--- config.mk ---
export PLATFORM = sky130hd
export DESIGN_NAME = cacf_top
export DESIGN_NICKNAME = d
export VERILOG_FILES = /design/src/cacf_pkg.sv /design/src/cacf_ch_if.sv /design/src/cacf_channel.sv /design/src/cacf_top.sv
export SDC_FILE = /design/constraint.sdc
export NUM_CORES = 1
export LEC_CHECK = 0
export BUFFER_PORTS_ARGS = -buffer_cell sky130_fd_sc_hd__buf_4
export CAP_MARGIN = 20
export CORE_UTILIZATION = 57
export CTS_CLUSTER_SIZE = 14
export DETAILED_ROUTE_END_ITERATION = 6
export PLACE_DENSITY = 0.74
export RECOVER_POWER = 50
export SYNTH_ARGS = -nofsm -noshare
export SYNTH_HDL_FRONTEND = slang
export SYNTH_SLANG_ARGS = --single-unit
--- constraint.sdc ---
create_clock -name core_clk -period 5.82 [get_ports core_clk]
set_clock_uncertainty 0.05 [all_clocks]
set_input_delay 0.873 -clock core_clk [delete_from_list [all_inputs] [get_ports core_clk]]
set_output_delay 0.873 -clock core_clk [all_outputs]
set_load 0.01 [all_outputs]
--- src/cacf_pkg.sv ---
/*
  constants shared by the counter array control logic: register offsets,
  field positions, widths and reset values.
  assumes an 8-bit register bus with byte-wide offsets.
*/
package cacf_pkg;

  // ----------------------------------------------------------------
  // widths
  // ----------------------------------------------------------------
  localparam int NMOD   = 5;
  localparam int CNT_W  = 16;
  localparam int REG_W  = 8;
  localparam int ADDR_W = 8;
  localparam int ST_W   = 6;

  // ----------------------------------------------------------------
  // register offsets
  // ----------------------------------------------------------------
  localparam logic [ADDR_W-1:0] OFF_CONTROL     = 8'hD8;
  localparam logic [ADDR_W-1:0] OFF_MODE_CTL    = 8'hD9;
  localparam logic [ADDR_W-1:0] OFF_MODULE_MODE = 8'hDA;
  localparam logic [ADDR_W-1:0] OFF_CAP_LO      = 8'hEA;
  localparam logic [ADDR_W-1:0] OFF_CAP_HI      = 8'hFA;
  localparam logic [ADDR_W-1:0] OFF_IRQ_STATUS  = 8'hE0;
  localparam logic [ADDR_W-1:0] OFF_IRQ_CLEAR   = 8'hE1;
  localparam logic [ADDR_W-1:0] OFF_IRQ_ENABLE  = 8'hE2;

  // ----------------------------------------------------------------
  // counter control and counter mode fields
  // ----------------------------------------------------------------
  localparam int CTL_ROLLOVER = 7;
  localparam int CTL_RUN      = 6;
  localparam int CM_ROLL_IRQ  = 0;
  localparam int CM_WDOG      = 6;
  localparam logic [REG_W-1:0] CM_MASK = 8'hC7;

  // ----------------------------------------------------------------
  // module mode fields
  // ----------------------------------------------------------------
  localparam int MM_IRQ_EN = 0;
  localparam int MM_PWM    = 1;
  localparam int MM_INVERT = 2;
  localparam int MM_MATCH  = 3;
  localparam int MM_FALL   = 4;
  localparam int MM_RISE   = 5;
  localparam int MM_CMP    = 6;
  localparam int MM_W      = 7;
  localparam int WDOG_MOD  = 4;
  localparam int ST_ROLL   = 5;

  // ----------------------------------------------------------------
  // reset values
  // ----------------------------------------------------------------
  localparam logic [REG_W-1:0] REG_RESET = 8'h00;
  localparam logic [CNT_W-1:0] CNT_RESET = 16'h0000;
  localparam logic [CNT_W-1:0] CNT_MAX   = 16'hFFFF;
  localparam logic [ST_W-1:0]  ST_RESET  = 6'h00;

endpackage

--- src/cacf_ch_if.sv ---
/*
  per-module link between the control block and one compare/capture
  module. assumes both ends sit on core_clk.
*/
`timescale 1ns/10ps
interface cacf_ch_if;
  import cacf_pkg::*;
  logic [REG_W-1:0] mode;
  logic             wr_lo;
  logic             wr_hi;
  logic [REG_W-1:0] wdata;
  logic [CNT_W-1:0] count;
  logic             count_adv;
  logic [CNT_W-1:0] cap_val;
  logic             event_hit;
  logic             hit;
  logic             pin_out;
  logic             pin_oe;

  modport ctl (output mode, wr_lo, wr_hi, wdata, count, count_adv,
               input cap_val, event_hit, hit, pin_out, pin_oe);
  modport chan (input mode, wr_lo, wr_hi, wdata, count, count_adv,
                output cap_val, event_hit, hit, pin_out, pin_oe);
endinterface

--- src/cacf_channel.sv ---
/*
  one compare/capture module: pin synchroniser, edge capture, comparator,
  output inversion and pwm output.
  assumes pin_in is asynchronous and rst_b is already synchronised.
*/
`timescale 1ns/10ps
module cacf_channel (
  // clock and reset
  input  wire logic clk,
  input  wire logic rst_b,
  // pin
  input  wire logic pin_in,
  // control side
  cacf_ch_if.chan   ch
);
  import cacf_pkg::*;

  logic             pin_meta;
  logic             pin_sync;
  logic             pin_prev;
  logic [CNT_W-1:0] cap;
  logic             rise;
  logic             fall;
  logic             capture;
  logic             hit;

  // ----------------------------------------------------------------
  // pin synchroniser
  // ----------------------------------------------------------------
  // pins idle high behind their pull-ups; a low reset would fake a rise
  always_ff @(posedge clk or negedge rst_b) begin
    if (!rst_b) begin
      pin_meta <= 1'b1;
      pin_sync <= 1'b1;
      pin_prev <= 1'b1;
    end else begin
      pin_meta <= pin_in;
      pin_sync <= pin_meta;
      pin_prev <= pin_sync;
    end
  end

  assign rise    = pin_sync & ~pin_prev;
  assign fall    = ~pin_sync & pin_prev;
  assign capture = (rise & ch.mode[MM_RISE])
                 | (fall & ch.mode[MM_FALL]);
  // one hit per counter value, only while it advances
  assign hit = ch.mode[MM_CMP] & ch.count_adv
             & (ch.count == cap);
  assign ch.cap_val = cap;

  // ----------------------------------------------------------------
  // compare/capture value; a capture wins over a software write
  // ----------------------------------------------------------------
  always_ff @(posedge clk or negedge rst_b) begin
    if (!rst_b) begin
      cap <= CNT_RESET;
    end else if (capture) begin
      cap <= ch.count;
    end else if (ch.wr_lo) begin
      cap[REG_W-1:0] <= ch.wdata;
    end else if (ch.wr_hi) begin
      cap[CNT_W-1:REG_W] <= ch.wdata;
    end
  end

  // ----------------------------------------------------------------
  // events and pin
  // ----------------------------------------------------------------
  always_ff @(posedge clk or negedge rst_b) begin
    if (!rst_b) begin
      ch.event_hit <= 1'b0;
      ch.hit       <= 1'b0;
    end else begin
      ch.event_hit <= capture | (hit & ch.mode[MM_MATCH]);
      ch.hit       <= hit;
    end
  end

  always_ff @(posedge clk or negedge rst_b) begin
    if (!rst_b) begin
      ch.pin_out <= 1'b0;
      ch.pin_oe  <= 1'b0;
    end else begin
      ch.pin_oe <= ch.mode[MM_PWM] | ch.mode[MM_INVERT];
      if (ch.mode[MM_PWM]) begin
        ch.pin_out <= (ch.count[REG_W-1:0] >= cap[REG_W-1:0]);
      end else if (hit & ch.mode[MM_INVERT]) begin
        ch.pin_out <= ~ch.pin_out;
      end
    end
  end
endmodule

--- src/cacf_top.sv ---
/*
  control, flag and mode logic of a five-module counter array: shared
  16-bit counter, control and mode registers, flags and interrupt request.
  assumes count_tick is a one-cycle pulse from the count source on
  core_clk, and a bus master that reads data one cycle after rd.
*/
`timescale 1ns/10ps
// How it works
// counter wrapping past its maximum sets the rollover flag, bit 7.
// rollover flag requests an interrupt only while its enable is set.
// rollover flag set by hardware or software, cleared only by software.
// counter advances only while run control, bit 6, is one.
// a match or capture sets that module's event flag, bits 0 to 4.
// module event flags stay set until software clears them.
// counter control reads zero after reset; bit 5 always reads as zero.
// every module does edge capture, software timer, fast output, pwm.
// module 4 can also act as a watchdog.
// mode bit 0 lets the module's event flag reach the interrupt.
// mode bit 1 turns the module pin into a pwm output.
// mode bit 2 inverts the module pin on every compare hit while mode bit 1 is clear.
// mode bit 3 sets the event flag on every compare hit.
// mode bit 4 captures on falling, bit 5 on rising edges.
// mode bit 6 enables the module's comparator.
// all module events and rollover share one interrupt request.
// capture loads the counter value into the module data pair.
// control bit 5 and mode bit 7 do nothing and read as zero.
module cacf_top (
  // clock and reset
  input  wire logic                          core_clk,
  input  wire logic                          rst_b,
  // register port
  input  wire logic [cacf_pkg::ADDR_W-1:0]   reg_addr,
  input  wire logic [cacf_pkg::REG_W-1:0]    reg_wdata,
  input  wire logic                          reg_wr,
  input  wire logic                          reg_rd,
  output logic      [cacf_pkg::REG_W-1:0]    reg_rdata,
  // count source
  input  wire logic                          count_tick,
  // module pins
  input  wire logic [cacf_pkg::NMOD-1:0]     module_io_pin_in,
  output logic      [cacf_pkg::NMOD-1:0]     module_io_pin_out,
  output logic      [cacf_pkg::NMOD-1:0]     module_io_pin_oe,
  // interrupts and watchdog
  output logic                               irq_req,
  output logic                               intr,
  output logic                               watchdog_reset
);
  import cacf_pkg::*;

  // ----------------------------------------------------------------
  // reset release
  // ----------------------------------------------------------------
  logic rst_meta_b;
  logic rst_sync_b;

  always_ff @(posedge core_clk or negedge rst_b) begin
    if (!rst_b) begin
      rst_meta_b <= 1'b0;
      rst_sync_b <= 1'b0;
    end else begin
      rst_meta_b <= 1'b1;
      rst_sync_b <= rst_meta_b;
    end
  end

  // ----------------------------------------------------------------
  // state
  // ----------------------------------------------------------------
  logic [CNT_W-1:0] count;
  logic             count_adv;
  logic             wrap;
  logic             rollover_flag;
  logic             run_control;
  logic [NMOD-1:0]  module_event_flag;
  logic [REG_W-1:0] counter_mode_reg;
  logic [MM_W-1:0]  module_mode_reg [NMOD];
  logic [ST_W-1:0]  irq_status;
  logic [ST_W-1:0]  irq_enable;
  logic [NMOD-1:0]  ev_vec;
  logic [NMOD-1:0]  hit_vec;
  logic [NMOD-1:0]  irq_en_vec;
  logic [NMOD-1:0]  mode_wr;
  logic [NMOD-1:0]  lo_wr;
  logic [NMOD-1:0]  hi_wr;
  logic             ctl_wr;
  logic             next_irq_req;
  logic [REG_W-1:0] next_rdata;

  cacf_ch_if ch [NMOD] ();

  assign count_adv = run_control & count_tick;
  assign wrap      = count_adv & (count == CNT_MAX);
  assign ctl_wr    = reg_wr & (reg_addr == OFF_CONTROL);

  // ----------------------------------------------------------------
  // modules
  // ----------------------------------------------------------------
  genvar gi;
  generate
    for (gi = 0; gi < NMOD; gi++) begin : g_mod
      assign mode_wr[gi] = reg_wr
        & (reg_addr == OFF_MODULE_MODE + ADDR_W'(gi));
      assign lo_wr[gi] = reg_wr & (reg_addr == OFF_CAP_LO + ADDR_W'(gi));
      assign hi_wr[gi] = reg_wr & (reg_addr == OFF_CAP_HI + ADDR_W'(gi));
      assign ch[gi].mode      = {1'b0, module_mode_reg[gi]};
      assign ch[gi].wr_lo     = lo_wr[gi];
      assign ch[gi].wr_hi     = hi_wr[gi];
      assign ch[gi].wdata     = reg_wdata;
      assign ch[gi].count     = count;
      assign ch[gi].count_adv = count_adv;
      assign ev_vec[gi]       = ch[gi].event_hit;
      assign hit_vec[gi]      = ch[gi].hit;
      assign irq_en_vec[gi]   = module_mode_reg[gi][MM_IRQ_EN];
      assign module_io_pin_out[gi] = ch[gi].pin_out;
      assign module_io_pin_oe[gi]  = ch[gi].pin_oe;

      // every module carries the full capture/compare/pwm set
      cacf_channel u_chan (
        .clk    (core_clk),
        .rst_b  (rst_sync_b),
        .pin_in (module_io_pin_in[gi]),
        .ch     (ch[gi])
      );

      // mode bit 7 is not stored at all
      always_ff @(posedge core_clk or negedge rst_sync_b) begin
        if (!rst_sync_b) begin
          module_mode_reg[gi] <= REG_RESET[MM_W-1:0];
        end else if (mode_wr[gi]) begin
          module_mode_reg[gi] <= reg_wdata[MM_W-1:0];
        end
      end
    end
  endgenerate

  // ----------------------------------------------------------------
  // shared counter
  // ----------------------------------------------------------------
  always_ff @(posedge core_clk or negedge rst_sync_b) begin
    if (!rst_sync_b) begin
      count <= CNT_RESET;
    end else if (count_adv) begin
      count <= count + 16'h0001;
    end
  end

  // ----------------------------------------------------------------
  // counter control: run, rollover and module flags
  // ----------------------------------------------------------------
  always_ff @(posedge core_clk or negedge rst_sync_b) begin
    if (!rst_sync_b) begin
      run_control <= REG_RESET[CTL_RUN];
    end else if (ctl_wr) begin
      run_control <= reg_wdata[CTL_RUN];
    end
  end

  // hardware set wins over a software clear in the same cycle
  always_ff @(posedge core_clk or negedge rst_sync_b) begin
    if (!rst_sync_b) begin
      rollover_flag <= REG_RESET[CTL_ROLLOVER];
    end else if (ctl_wr) begin
      rollover_flag <= reg_wdata[CTL_ROLLOVER] | wrap;
    end else if (wrap) begin
      rollover_flag <= 1'b1;
    end
  end

  always_ff @(posedge core_clk or negedge rst_sync_b) begin
    if (!rst_sync_b) begin
      module_event_flag <= REG_RESET[NMOD-1:0];
    end else if (ctl_wr) begin
      module_event_flag <= reg_wdata[NMOD-1:0] | ev_vec;
    end else begin
      module_event_flag <= module_event_flag | ev_vec;
    end
  end

  // counter mode: stores the documented bits only
  always_ff @(posedge core_clk or negedge rst_sync_b) begin
    if (!rst_sync_b) begin
      counter_mode_reg <= REG_RESET;
    end else if (reg_wr && reg_addr == OFF_MODE_CTL) begin
      counter_mode_reg <= reg_wdata & CM_MASK;
    end
  end

  // ----------------------------------------------------------------
  // interrupt request and watchdog
  // ----------------------------------------------------------------
  assign next_irq_req =
      (rollover_flag & counter_mode_reg[CM_ROLL_IRQ])
    | (|(module_event_flag & irq_en_vec));  // see R10

  always_ff @(posedge core_clk or negedge rst_sync_b) begin
    if (!rst_sync_b) begin
      irq_req <= 1'b0;
    end else begin
      irq_req <= next_irq_req;
    end
  end

  // the watchdog times on the shared counter; this flags module 4's compare hit as its expiry while counter mode bit 6 and module 4's mode bit 3 are both set
  always_ff @(posedge core_clk or negedge rst_sync_b) begin
    if (!rst_sync_b) begin
      watchdog_reset <= 1'b0;
    end else begin
      watchdog_reset <= counter_mode_reg[CM_WDOG] & hit_vec[WDOG_MOD]
        & module_mode_reg[WDOG_MOD][MM_MATCH];
    end
  end

  // ----------------------------------------------------------------
  // event status, clear and enable
  // ----------------------------------------------------------------
  always_ff @(posedge core_clk or negedge rst_sync_b) begin
    if (!rst_sync_b) begin
      irq_status <= ST_RESET;
    end else if (reg_wr && reg_addr == OFF_IRQ_CLEAR) begin
      irq_status <= (irq_status & ~reg_wdata[ST_W-1:0]) | {wrap, ev_vec};
    end else begin
      irq_status <= irq_status | {wrap, ev_vec};
    end
  end

  always_ff @(posedge core_clk or negedge rst_sync_b) begin
    if (!rst_sync_b) begin
      irq_enable <= ST_RESET;
    end else if (reg_wr && reg_addr == OFF_IRQ_ENABLE) begin
      irq_enable <= reg_wdata[ST_W-1:0];
    end
  end

  always_ff @(posedge core_clk or negedge rst_sync_b) begin
    if (!rst_sync_b) begin
      intr <= 1'b0;
    end else begin
      intr <= |(irq_status & irq_enable);
    end
  end

  // ----------------------------------------------------------------
  // read path
  // ----------------------------------------------------------------
  logic [CNT_W-1:0] cap_rd [NMOD];
  generate
    for (gi = 0; gi < NMOD; gi++) begin : g_rd
      assign cap_rd[gi] = ch[gi].cap_val;
    end
  endgenerate

  always_comb begin
    next_rdata = REG_RESET;
    if (reg_addr == OFF_CONTROL) begin
      // bit 5 reads as zero
      next_rdata = {rollover_flag, run_control, 1'b0,
                    module_event_flag};
    end else if (reg_addr == OFF_MODE_CTL) begin
      next_rdata = counter_mode_reg;
    end else if (reg_addr == OFF_IRQ_STATUS) begin
      next_rdata = {2'b00, irq_status};
    end else if (reg_addr == OFF_IRQ_ENABLE) begin
      next_rdata = {2'b00, irq_enable};
    end
    for (int i = 0; i < NMOD; i++) begin
      if (reg_addr == OFF_MODULE_MODE + ADDR_W'(i)) begin
        next_rdata = {1'b0, module_mode_reg[i]};
      end
      if (reg_addr == OFF_CAP_LO + ADDR_W'(i)) begin
        next_rdata = cap_rd[i][REG_W-1:0];
      end
      if (reg_addr == OFF_CAP_HI + ADDR_W'(i)) begin
        next_rdata = cap_rd[i][CNT_W-1:REG_W];
      end
    end
  end

  // data stand only in the cycle after the read strobe
  always_ff @(posedge core_clk or negedge rst_sync_b) begin
    if (!rst_sync_b) begin
      reg_rdata <= REG_RESET;
    end else if (reg_rd) begin
      reg_rdata <= next_rdata;
    end else begin
      reg_rdata <= REG_RESET;
    end
  end
endmodule

### Word level (Yosys, flattened, before mapping)

Index checks and enable logic that the tools add are counted.

* muxes and demuxes: 54
* equality and inequality tests: 31
* magnitude comparators: 5
* bitwise operators: 101
* add/sub/neg operators: 1
* reduce and logical (&&, ||, !) cells: 26

Operators by type and width (number)
* $mux 8: 33
* $eq 8x8->1 const B: 20
* $eq 16x16->1: 5
* $mux 16: 5
* $and 1x1->1: 61
* $ge 8x8->1: 5
* $reduce_bool 2->1: 16
* $mux 6: 3
* $or 1x1->1: 17
* $add 16x1->16 const B: 1
* $eq 16x16->1 const B: 1
* $not 1->1: 15
* $and 6x6->6: 2
* $mux 1: 12
* $or 6x6->6: 2
* $ne 2x1->1 const B: 5
* $or 5x5->5: 2
* $reduce_and 2->1: 5
* $not 6->6: 1
* $reduce_or 6->1: 1
* $and 5x5->5: 1
* $mux 5: 1
* $reduce_or 5->1: 1
* $logic_and 1x1->1: 3

* input port bits: 26
* output and inout port bits: 21
* flip-flop bits (word level): 199
* word-level logic and storage cells: 277

### Depth between registers and ports, before layout

Gate-level depths: netlist of run 1.

* depth in word-level cells: 21
* mapped depth: 9
* mapped depth without buffers: 8

### By module

Synthesis of run 1 repeated with hierarchy kept, for this count alone.

* cell total of the unflattened synthesis: 1194
* area, all modules: 11657.4 sq um

Modules (own cells, without submodules)
* cacf_channel: times used 5, seq. area each 579.3 sq um, area an instance 1255.0 sq um, cells an instance 125
* cacf_top: times used 1, seq. area each 2202.1 sq um, area an instance 5382.7 sq um, cells an instance 569

### Worst setup path after synthesis of run 1

OpenSTA, ideal clock, no wires.

* path type: input -> register
* start: input reg_addr[5] (netlist bit)
* end: register module_event_flag[0]
* required time: 5.646 ns
* setup slack: 3.336 ns
* setup time: 0.124 ns
* stages: 6
* arrival time: 2.310 ns
* path buffers: 1
* cells stage by stage: nand4b_1 -> or2_2 -> nor2_1 -> nand3_1 -> clkbuf_1 -> a211o_1

* cells in the longest elaborated chain, start to end: 3

Ends and longest elaborated chain
* from (decl): RTL line cacf_top.sv:32 `input wire logic [cacf_pkg::ADDR_W-1:0] reg_addr,`
* $eq 8x8->1: RTL line cacf_top.sv:93 `assign ctl_wr = reg_wr & (reg_addr == OFF_CONTROL);`
* $and 1x1->1: RTL line cacf_top.sv:93
* $mux 5: RTL line cacf_top.sv:172 `end else if (ctl_wr) begin`
* to (signal assigned): RTL line cacf_top.sv:171 `module_event_flag <= REG_RESET[NMOD-1:0];`
* to (signal assigned): RTL line cacf_top.sv:173 `module_event_flag <= reg_wdata[NMOD-1:0] | ev_vec;`
* to (signal assigned): RTL line cacf_top.sv:175 `module_event_flag <= module_event_flag | ev_vec;`
* to (decl): RTL line cacf_top.sv:74 `logic [NMOD-1:0] module_event_flag;`

Every way passes these cells.
A chain may end at the register's enable or synchronous reset.

==> qor.txt, run 1 <==
CRITICAL PATH
------------------------------------------------------------------------------
Slowest cell delay on critical path                                    1.54 ns
Critical Path End Type                                            asynchronous set/reset pin
Ordered cell list for the critical path                               clkbuf_2
Critical R2R Launch                                               rst_sync_b$_DFF_PN0_
Setup slack on the worst flop-to-flop path                             2.35 ns
CP Class                                                          reg -> async
Maximum fanout along the worst path                                         80
Slowest stage cell on the critical path                               clkbuf_2
Critical path launch point                                        rst_sync_b$_DFF_PN0_
R2r endpoint                                                      reg_rdata[1]$_DFF_PN0_
Startpoint types                                                     flip-flop
Family with the most delay on the worst path                      buffers and inverters
Worst EP required                                                      5.95 ns
CP Data Arrival Time                                                   3.60 ns
Cell depth of the worst setup path                                           1
Buffers plus inverters on the worst setup path                               1
Cell depth of the worst flop-to-flop path                                    1
Endpoint of the worst setup timing path                           reg_rdata[1]$_DFF_PN0_

TIMING
------------------------------------------------------------------------------
Sum Neg Setup Slack                                                       0 ns
Rel. slew slack                                                         -27.8%
Setup Viol. Count Final                                                      0
Highest achievable clock rate                                        0.288 GHz
Slew @ Worst Pin                                                       1.92 ns
Worst hold slack                                                      0.143 ns
Post-route minimum period                                              3.47 ns
Number of pins with negative max-slew slack in the final report            157
Unrepaired setup endpoints after global routing                          false
Count of final hold-check violations                                         0
Period utilization                                                       59.6%

YOSYS
------------------------------------------------------------------------------
Cell Area, Synth                                                    11600 um^2
Count of different cell masters after synthesis                             66
Synth top area cells                                              dfrtp_1, mux2i_1, o21ai_0, nand2_1, mux2_2
Post-synth EDFFs                                                             0
Async set-or-reset flop fraction in the synthesized netlist               100%
Synthesis-stage register bit count                                         199
Number of standard cells after synthesis                                  1218
Mean instance size in the synthesized netlist                        9.51 um^2
Leading register cell type out of synthesis                            dfrtp_1
Fraction of the yosys area taken by sequential cells                     43.2%
Net count after synthesis                                                 1285
Count of synthesis-stage warnings from yosys                                 0
Share of the synthesized area in the top cell type                       39.8%
Most area-hungry cell type in the Yosys netlist                        dfrtp_1

CLOCK TREE
------------------------------------------------------------------------------
Buffer count from post-CTS setup fixing                                      0
Total number of clock tree sinks                                           199
Number of buffers added by the clock tree synthesis step                    17
Insertion delay of the later-clocked pin in the worst-skew pair        0.45 ns
Worst-path clk slew                                                    0.08 ns
Hold_buf cts                                                                 0
Root buffer cell                                                     clkbuf_16
Bufs on Longest Clock Path                                                   2
Resized Gates After CTS                                                      0
TritonCTS clock tree                                                     built
H-tree lvl count                                                             4

PWR
------------------------------------------------------------------------------
Peak VDD IR                                                           0.218 mV
Static Leakage                                                      0.00617 uW
Total net switching power                                              1580 uW
Proportion of power drawn by combinational gates                         24.7%
Cell-internal power                                                    2740 uW
Power per unit of standard cell area                               345 nW/um^2
Portion of total power attributed to sequential cells                    48.3%
Clock share of power                                                     27.0%
Switching Share                                                          36.6%

CELLS AND AREA
------------------------------------------------------------------------------
Max reg flops                                                               80
Share of cells above drive strength 1                                    11.7%
Commonest non-fill, non-tap cells in the layout                   dfrtp_1, nand2_1, o21ai_0
Number of inserted diodes                                                    0
Most common library cell in the layout ignoring fill and taps          dfrtp_1
Area delta synth->final                                                  8.22%
# nets final                                                              1274

DETAILED ROUTING
------------------------------------------------------------------------------
Detail-routed net length per standard cell                             26.0 um
Post-route antenna net violation count                                       0
Detailed-route wire length                                            38600 um
Via count                                                                 9652
Number of vias per cell                                                   6.50
TritonRoute pass-1 iters                                                     6
DRC                                                                          0
Initial drt markers                                                       1061

OUTCOME
------------------------------------------------------------------------------
Result of the run                                                 complete, but fails checks
Failing checks                                                    max-capacitance violations, max-slew violations

DIE
------------------------------------------------------------------------------
Die Footprint                                                       20900 um^2
Horizontal die dimension                                                145 um
Number of top-level design ports                                            47
Core area                                                           19700 um^2
Number of cell rows                                                         51
Effective utilization at floorplan                                       58.9%
Vert. Die Dim                                                           145 um

PLACE
------------------------------------------------------------------------------
Number of I/O port buffers                                                  46
HPWL after detailed placement                                         26800 um
Placer's final routability congestion estimate                           0.983

HOLD PATH
------------------------------------------------------------------------------
Type of the most critical hold path                                in -> async

GLOBAL ROUTING
------------------------------------------------------------------------------
Wire length of the first global-routing pass                          57700 um
Number of global-route vias before repair                                 9250
Pin count of the biggest net entering global routing                        81
GRT Total Usage                                                          38.8%
Initial antenna violation count                                              0
Overflow left after global routing                                           0

JOB
------------------------------------------------------------------------------
Number of maximum-capacitance constraint violations                          3

[worst min-delay path by stage]
| stage | start | to | slack, ns | cells after the start |
|---|---|---|---|---|
| 6_report | rst_b | rst_meta_b$_DFF_PN0_ | 0.14 | 1 |
| 5_1_grt | rst_b | rst_sync_b$_DFF_PN0_ | 0.14 | 1 |
| 4_1_cts | rst_b | rst_sync_b$_DFF_PN0_ | 0.14 | 1 |
| 3_5_place_dp | rst_sync_b$_DFF_PN0_ | ch[3].mode[2]$_DFFE_PN0P_ | 0.29 | 0 |
| 3_3_place_gp | rst_sync_b$_DFF_PN0_ | ch[3].mode[2]$_DFFE_PN0P_ | 0.28 | 0 |
| 2_1_floorplan | rst_meta_b$_DFF_PN0_ | rst_sync_b$_DFF_PN0_ | 0.28 | 0 |
[per-layer routing]
| layer | track usage [%] | routed length (um) | vias to the layer above |
|---|---|---|---|
| li1 | - | - | 4276 |
| met1 | 51.1 | 15500 | 4702 |
| met2 | 59.8 | 17400 | 547 |
| met3 | 9.40 | 3770 | 127 |
| met4 | 18.7 | 1950 | 0 |
| met5 | 0 | 0 | - |
[area by class of cell]
type,count,area [um^2]
Timing Repair Buffer,64,445
Clock inverter,14,135
Fill cell,1710,7120
Inverter,48,180
Tap cell,265,332
Sequential cell,199,5000
Clock buffer,18,429
Multi-Input combinational cell,877,6010
[stage by stage]
| step | instance area [um^2] | total power [uW] | setup slack (ns) | std cells | util, % |
|---|---|---|---|---|---|
| floorplan | 11600 | 2730 | 2.51 | 1218 | - |
| global placement | 12000 | 3100 | 2.32 | 1447 | 60.9 |
| detailed placement | 12000 | 3150 | 2.26 | 1447 | 60.9 |
| CTS | 12500 | 4300 | 2.72 | 1479 | 63.7 |
| global route | 12500 | 4530 | 1.66 | 1485 | 63.8 |
| finish | 12500 | 4320 | 2.35 | 1485 | 63.8 |
[cell families after synthesis]
logic type / count (synthesis) / synth area share, %
fa+ha+maj: 41 / 4.43
xor+xnor: 60 / 4.54
other cells: 1 / 0.0324
flops: 199 / 43.2
simple gates: 338 / 14.1
buf+inv: 142 / 5.07
compound gates: 292 / 15.6
mux: 145 / 13.0
[power by group through the flow]
stage	Combinational [uW]	Clock, uW	Sequential (uW)
after global placement	1020	0	2090
after global routing	1190	1230	2110
after floorplan	789	0	1940
after detailed placement	1060	0	2090
after CTS	1070	1160	2070
final	1070	1170	2080
[synthesized netlist by cell type, types with 8 or more instances]
master / n
a21o_1: 32
a21oi_1: 37
a22oi_1: 10
a31oi_1: 9
and3_1: 9
buf_1: 18
buf_4: 10
clkbuf_1: 58
dfrtp_1: 184
dfstp_2: 15
ha_1: 41
inv_1: 48
mux2_2: 47
mux2i_1: 98
nand2_1: 154
nand2b_1: 12
nand3_1: 35
nand4_1: 16
nor2_1: 42
nor3_1: 19
o21ai_0: 127
o22ai_1: 8
o32ai_1: 9
xnor2_1: 25
xor2_1: 35
(Power assumes the default switching activity.)
==> run 2: changes to the inputs <==
--- a/config.mk
+++ b/config.mk
@@ -5,12 +5,13 @@
 export SDC_FILE = /design/constraint.sdc
 export NUM_CORES = 1
 export LEC_CHECK = 0
+export ABC_AREA = 1
 export BUFFER_PORTS_ARGS = -buffer_cell sky130_fd_sc_hd__buf_4
 export CAP_MARGIN = 20
-export CORE_UTILIZATION = 57
+export CORE_UTILIZATION = 62
 export CTS_CLUSTER_SIZE = 14
 export DETAILED_ROUTE_END_ITERATION = 6
-export PLACE_DENSITY = 0.74
+export PLACE_DENSITY = 0.77
 export RECOVER_POWER = 50
 export SYNTH_ARGS = -nofsm -noshare
 export SYNTH_HDL_FRONTEND = slang
==> constraint.sdc (replaced) <==
create_clock -name core_clk -period 3.4 [get_ports core_clk]
set_clock_uncertainty 0.05 [all_clocks]
set_input_delay 0.51 -clock core_clk [delete_from_list [all_inputs] [get_ports core_clk]]
set_output_delay 0.51 -clock core_clk [all_outputs]
set_load 0.01 [all_outputs]
==> qor.txt, run 2 <==
OUTCOME
------------------------------------------------------------------------------
Result of the run                                                 complete, but fails checks
Failing checks                                                    design-rule violations, max-capacitance violations, max-slew violations

DIE
------------------------------------------------------------------------------
Die Footprint                                                       18400 um^2
Effective utilization at floorplan                                       63.8%
Number of top-level design ports                                            47
Core area                                                           17400 um^2
Horizontal die dimension                                                136 um
Number of cell rows                                                         48
Vert. Die Dim                                                           136 um

CRITICAL PATH
------------------------------------------------------------------------------
Maximum fanout along the worst path                                         11
CP Class                                                            reg -> reg
Worst EP required                                                      3.69 ns
Cell depth of the worst flop-to-flop path                                    9
Critical Path End Type                                               flip-flop
Setup slack on the worst flop-to-flop path                             0.61 ns
CP Data Arrival Time                                                   3.08 ns
R2r endpoint                                                      g_mod[1].u_chan.ch.pin_out$_DFFE_PN0P_
Startpoint types                                                     flip-flop
Critical R2R Launch                                               ch[0].count[1]$_DFFE_PN0P_

TIMING
------------------------------------------------------------------------------
Period utilization                                                       82.2%
Count of final hold-check violations                                         0
Post-route minimum period                                              2.79 ns
Highest achievable clock rate                                        0.358 GHz
Setup Viol. Count Final                                                      0
Minimum setup slack in the final design                               0.607 ns
Sum Neg Setup Slack                                                       0 ns
Unrepaired setup endpoints after global routing                          false
Rel. slew slack                                                         -44.1%
Number of pins with negative max-slew slack in the final report             52
Worst hold slack                                                      0.111 ns
Slew @ Worst Pin                                                       2.16 ns

YOSYS
------------------------------------------------------------------------------
Most area-hungry cell type in the Yosys netlist                        dfrtp_1
Commonest cells post-synth                                        nand2_1, dfrtp_1, inv_1
Leading register cell type out of synthesis                            dfrtp_1
Count of different cell masters after synthesis                             49
Cell Area, Synth                                                    11100 um^2
Most used standard cell by instance count after synthesis              nand2_1
Synth top area cells                                              dfrtp_1, nand2_1, o21ai_0, inv_1, ha_1
Mean instance size in the synthesized netlist                        8.03 um^2
Count of synthesis-stage warnings from yosys                                 0
Number of standard cells after synthesis                                  1379
Share of the synthesized area in the top cell type                       41.6%
Net count after synthesis                                                 1446
Fraction of the yosys area taken by sequential cells                     45.1%
Post-synth EDFFs                                                             0
Synthesis-stage register bit count                                         199
Async set-or-reset flop fraction in the synthesized netlist               100%

DETAILED ROUTING
------------------------------------------------------------------------------
Detailed-route wire length                                            35900 um
Number of vias per cell                                                   6.18
TritonRoute pass-1 iters                                                     7
Initial drt markers                                                       1277
Post-route antenna net violation count                                       0
DRC                                                                          4
Via count                                                                10.2k
Detail-routed net length per standard cell                             21.7 um

CELLS AND AREA
------------------------------------------------------------------------------
Area of the multi-input gates                                        5180 um^2
Share of cells above drive strength 1                                    11.0%
Most common library cell in the layout ignoring fill and taps          nand2_1
Register cell area after layout                                      5000 um^2
Final-layout fill cell count                                              1439
Max reg flops                                                               80
Final cell utilization of the core                                       70.3%
Final non-filler cell total                                               1652
# nets final                                                              1481
Area delta synth->final                                                  10.2%
Commonest non-fill, non-tap cells in the layout                   nand2_1, dfrtp_1, inv_1
Number of inserted diodes                                                    0

PLACE
------------------------------------------------------------------------------
Placer's final routability congestion estimate                            1.01
Number of I/O port buffers                                                  46
Dpl ws                                                                0.773 ns
Placed cells                                                              1619
HPWL after detailed placement                                         26100 um

CLOCK TREE
------------------------------------------------------------------------------
TritonCTS clock tree                                                     built
Resized Gates After CTS                                                      0
Worst-path clk slew                                                    0.08 ns
Total number of clock tree sinks                                           199
Number of buffers added by the clock tree synthesis step                    17
Root buffer cell                                                     clkbuf_16
Insertion delay of the later-clocked pin in the worst-skew pair        0.45 ns
Bufs on Longest Clock Path                                                   2
H-tree lvl count                                                             4

GLOBAL ROUTING
------------------------------------------------------------------------------
Pin count of the biggest net entering global routing                        77
Number of global-route vias before repair                                 9480
GRT Total Usage                                                          40.6%
Initial antenna violation count                                              0
Wire length of the first global-routing pass                          54400 um
Overflow left after global routing                                           0

JOB
------------------------------------------------------------------------------
Number of maximum-capacitance constraint violations                          1

PWR
------------------------------------------------------------------------------
Power per unit of standard cell area                               486 nW/um^2
Peak VDD IR                                                           0.428 mV
Static Leakage                                                      0.00590 uW

HOLD PATH
------------------------------------------------------------------------------
Type of the most critical hold path                                  in -> reg
End point of the most critical hold path                          g_mod[2].u_chan.pin_meta$_DFF_PN1_
Worst hold path startpoint                                        module_io_pin_in[2]
Worst hold stages                                                            1

-- run 2: cells by family (layout without fill, tap and decap cells) --
family,Yosys count,after routing,synth area share (%)
and+or+nand+nor,573,573,22.4
AOI/OAI and AO/OA,286,286,15.5
buffers and inverters,226,274,8.06
DFF,199,199,45.1
xor gates and xnor gates,50,50,3.95
adders and majority gates,41,41,4.63
muxes,3,3,0.282
other,1,1,0.0339
-- run 2: worst max-delay path by stage --
stage / startpoint / endpoint / slack [ns]
final: ch[0].count[1]$_DFFE_PN0P_ / g_mod[1].u_chan.ch.pin_out$_DFFE_PN0P_ / 0.61
after floorplan: rst_sync_b$_DFF_PN0_ / ch[0].count[0]$_DFFE_PN0P_ / 0.09
after global routing: reg_addr[4] / reg_rdata[3]$_DFF_PN0_ / 0.44
after global placement: reg_addr[4] / reg_rdata[3]$_DFF_PN0_ / 0.79
after detailed placement: reg_addr[4] / reg_rdata[4]$_DFF_PN0_ / 0.77
after CTS: ch[0].count[6]$_DFFE_PN0P_ / g_mod[1].u_chan.ch.pin_out$_DFFE_PN0P_ / 0.76
-- run 2: metrics by stage --
| stage | instance area [um^2] | power (uW) |
|---|---|---|
| floorplan | 11100 | 3510 |
| global placement | 11600 | 3880 |
| detailed placement | 11600 | 3920 |
| CTS | 12200 | 5890 |
| global route | 12200 | 6170 |
| finish | 12200 | 5930 |
-- run 2: area by class of cell --
| type | instances | share of cell area [%] |
|---|---|---|
| repair buffers | 68 | 4.32 |
| clock inverters | 14 | 1.11 |
| well taps | 225 | 2.31 |
| clock buffers | 18 | 3.52 |
| inverters | 174 | 5.35 |
| multi-input cells | 954 | 42.4 |
| flip-flops and latches | 199 | 41.0 |
-- run 2: where the power goes --
group | internal (uW) | switching, uW | leakage [uW] | total, uW
logic | 435 | 710 | 0.00311 | 1150
registers | 2570 | 200 | 0.00251 | 2770
clock network | 976 | 1040 | 0.000276 | 2010
-- run 2: timing repair --
action	in CTS	in global routing
setup buffers	0	0
setup endpoints to repair	0	0
hold buffers	1	0
endpoints found under the hold margin	2	0
-- run 2: metal layers --
metal / vias to the layer above / routed length, um / track usage, % / part of all wire, %
li1: 4608 / - / - / -
met1: 4836 / 14300 / 55.3 / 40
met2: 643 / 15600 / 59.5 / 44
met3: 119 / 4270 / 10.7 / 12
met4: 0 / 1720 / 20.0 / 4.8
met5: - / 0 / 1.67 / 0
-- run 2: worst max-delay path: stages, from the launching register on --
cell and delay (ns):
dfrtp_1 0.40, clkbuf_1 0.56, ha_1 0.27, nand2_1 0.06
nor3_1 0.29, inv_1 0.08, nor4_1 0.47, nand2_1 0.09
nand2_1 0.09, mux2_2 0.33
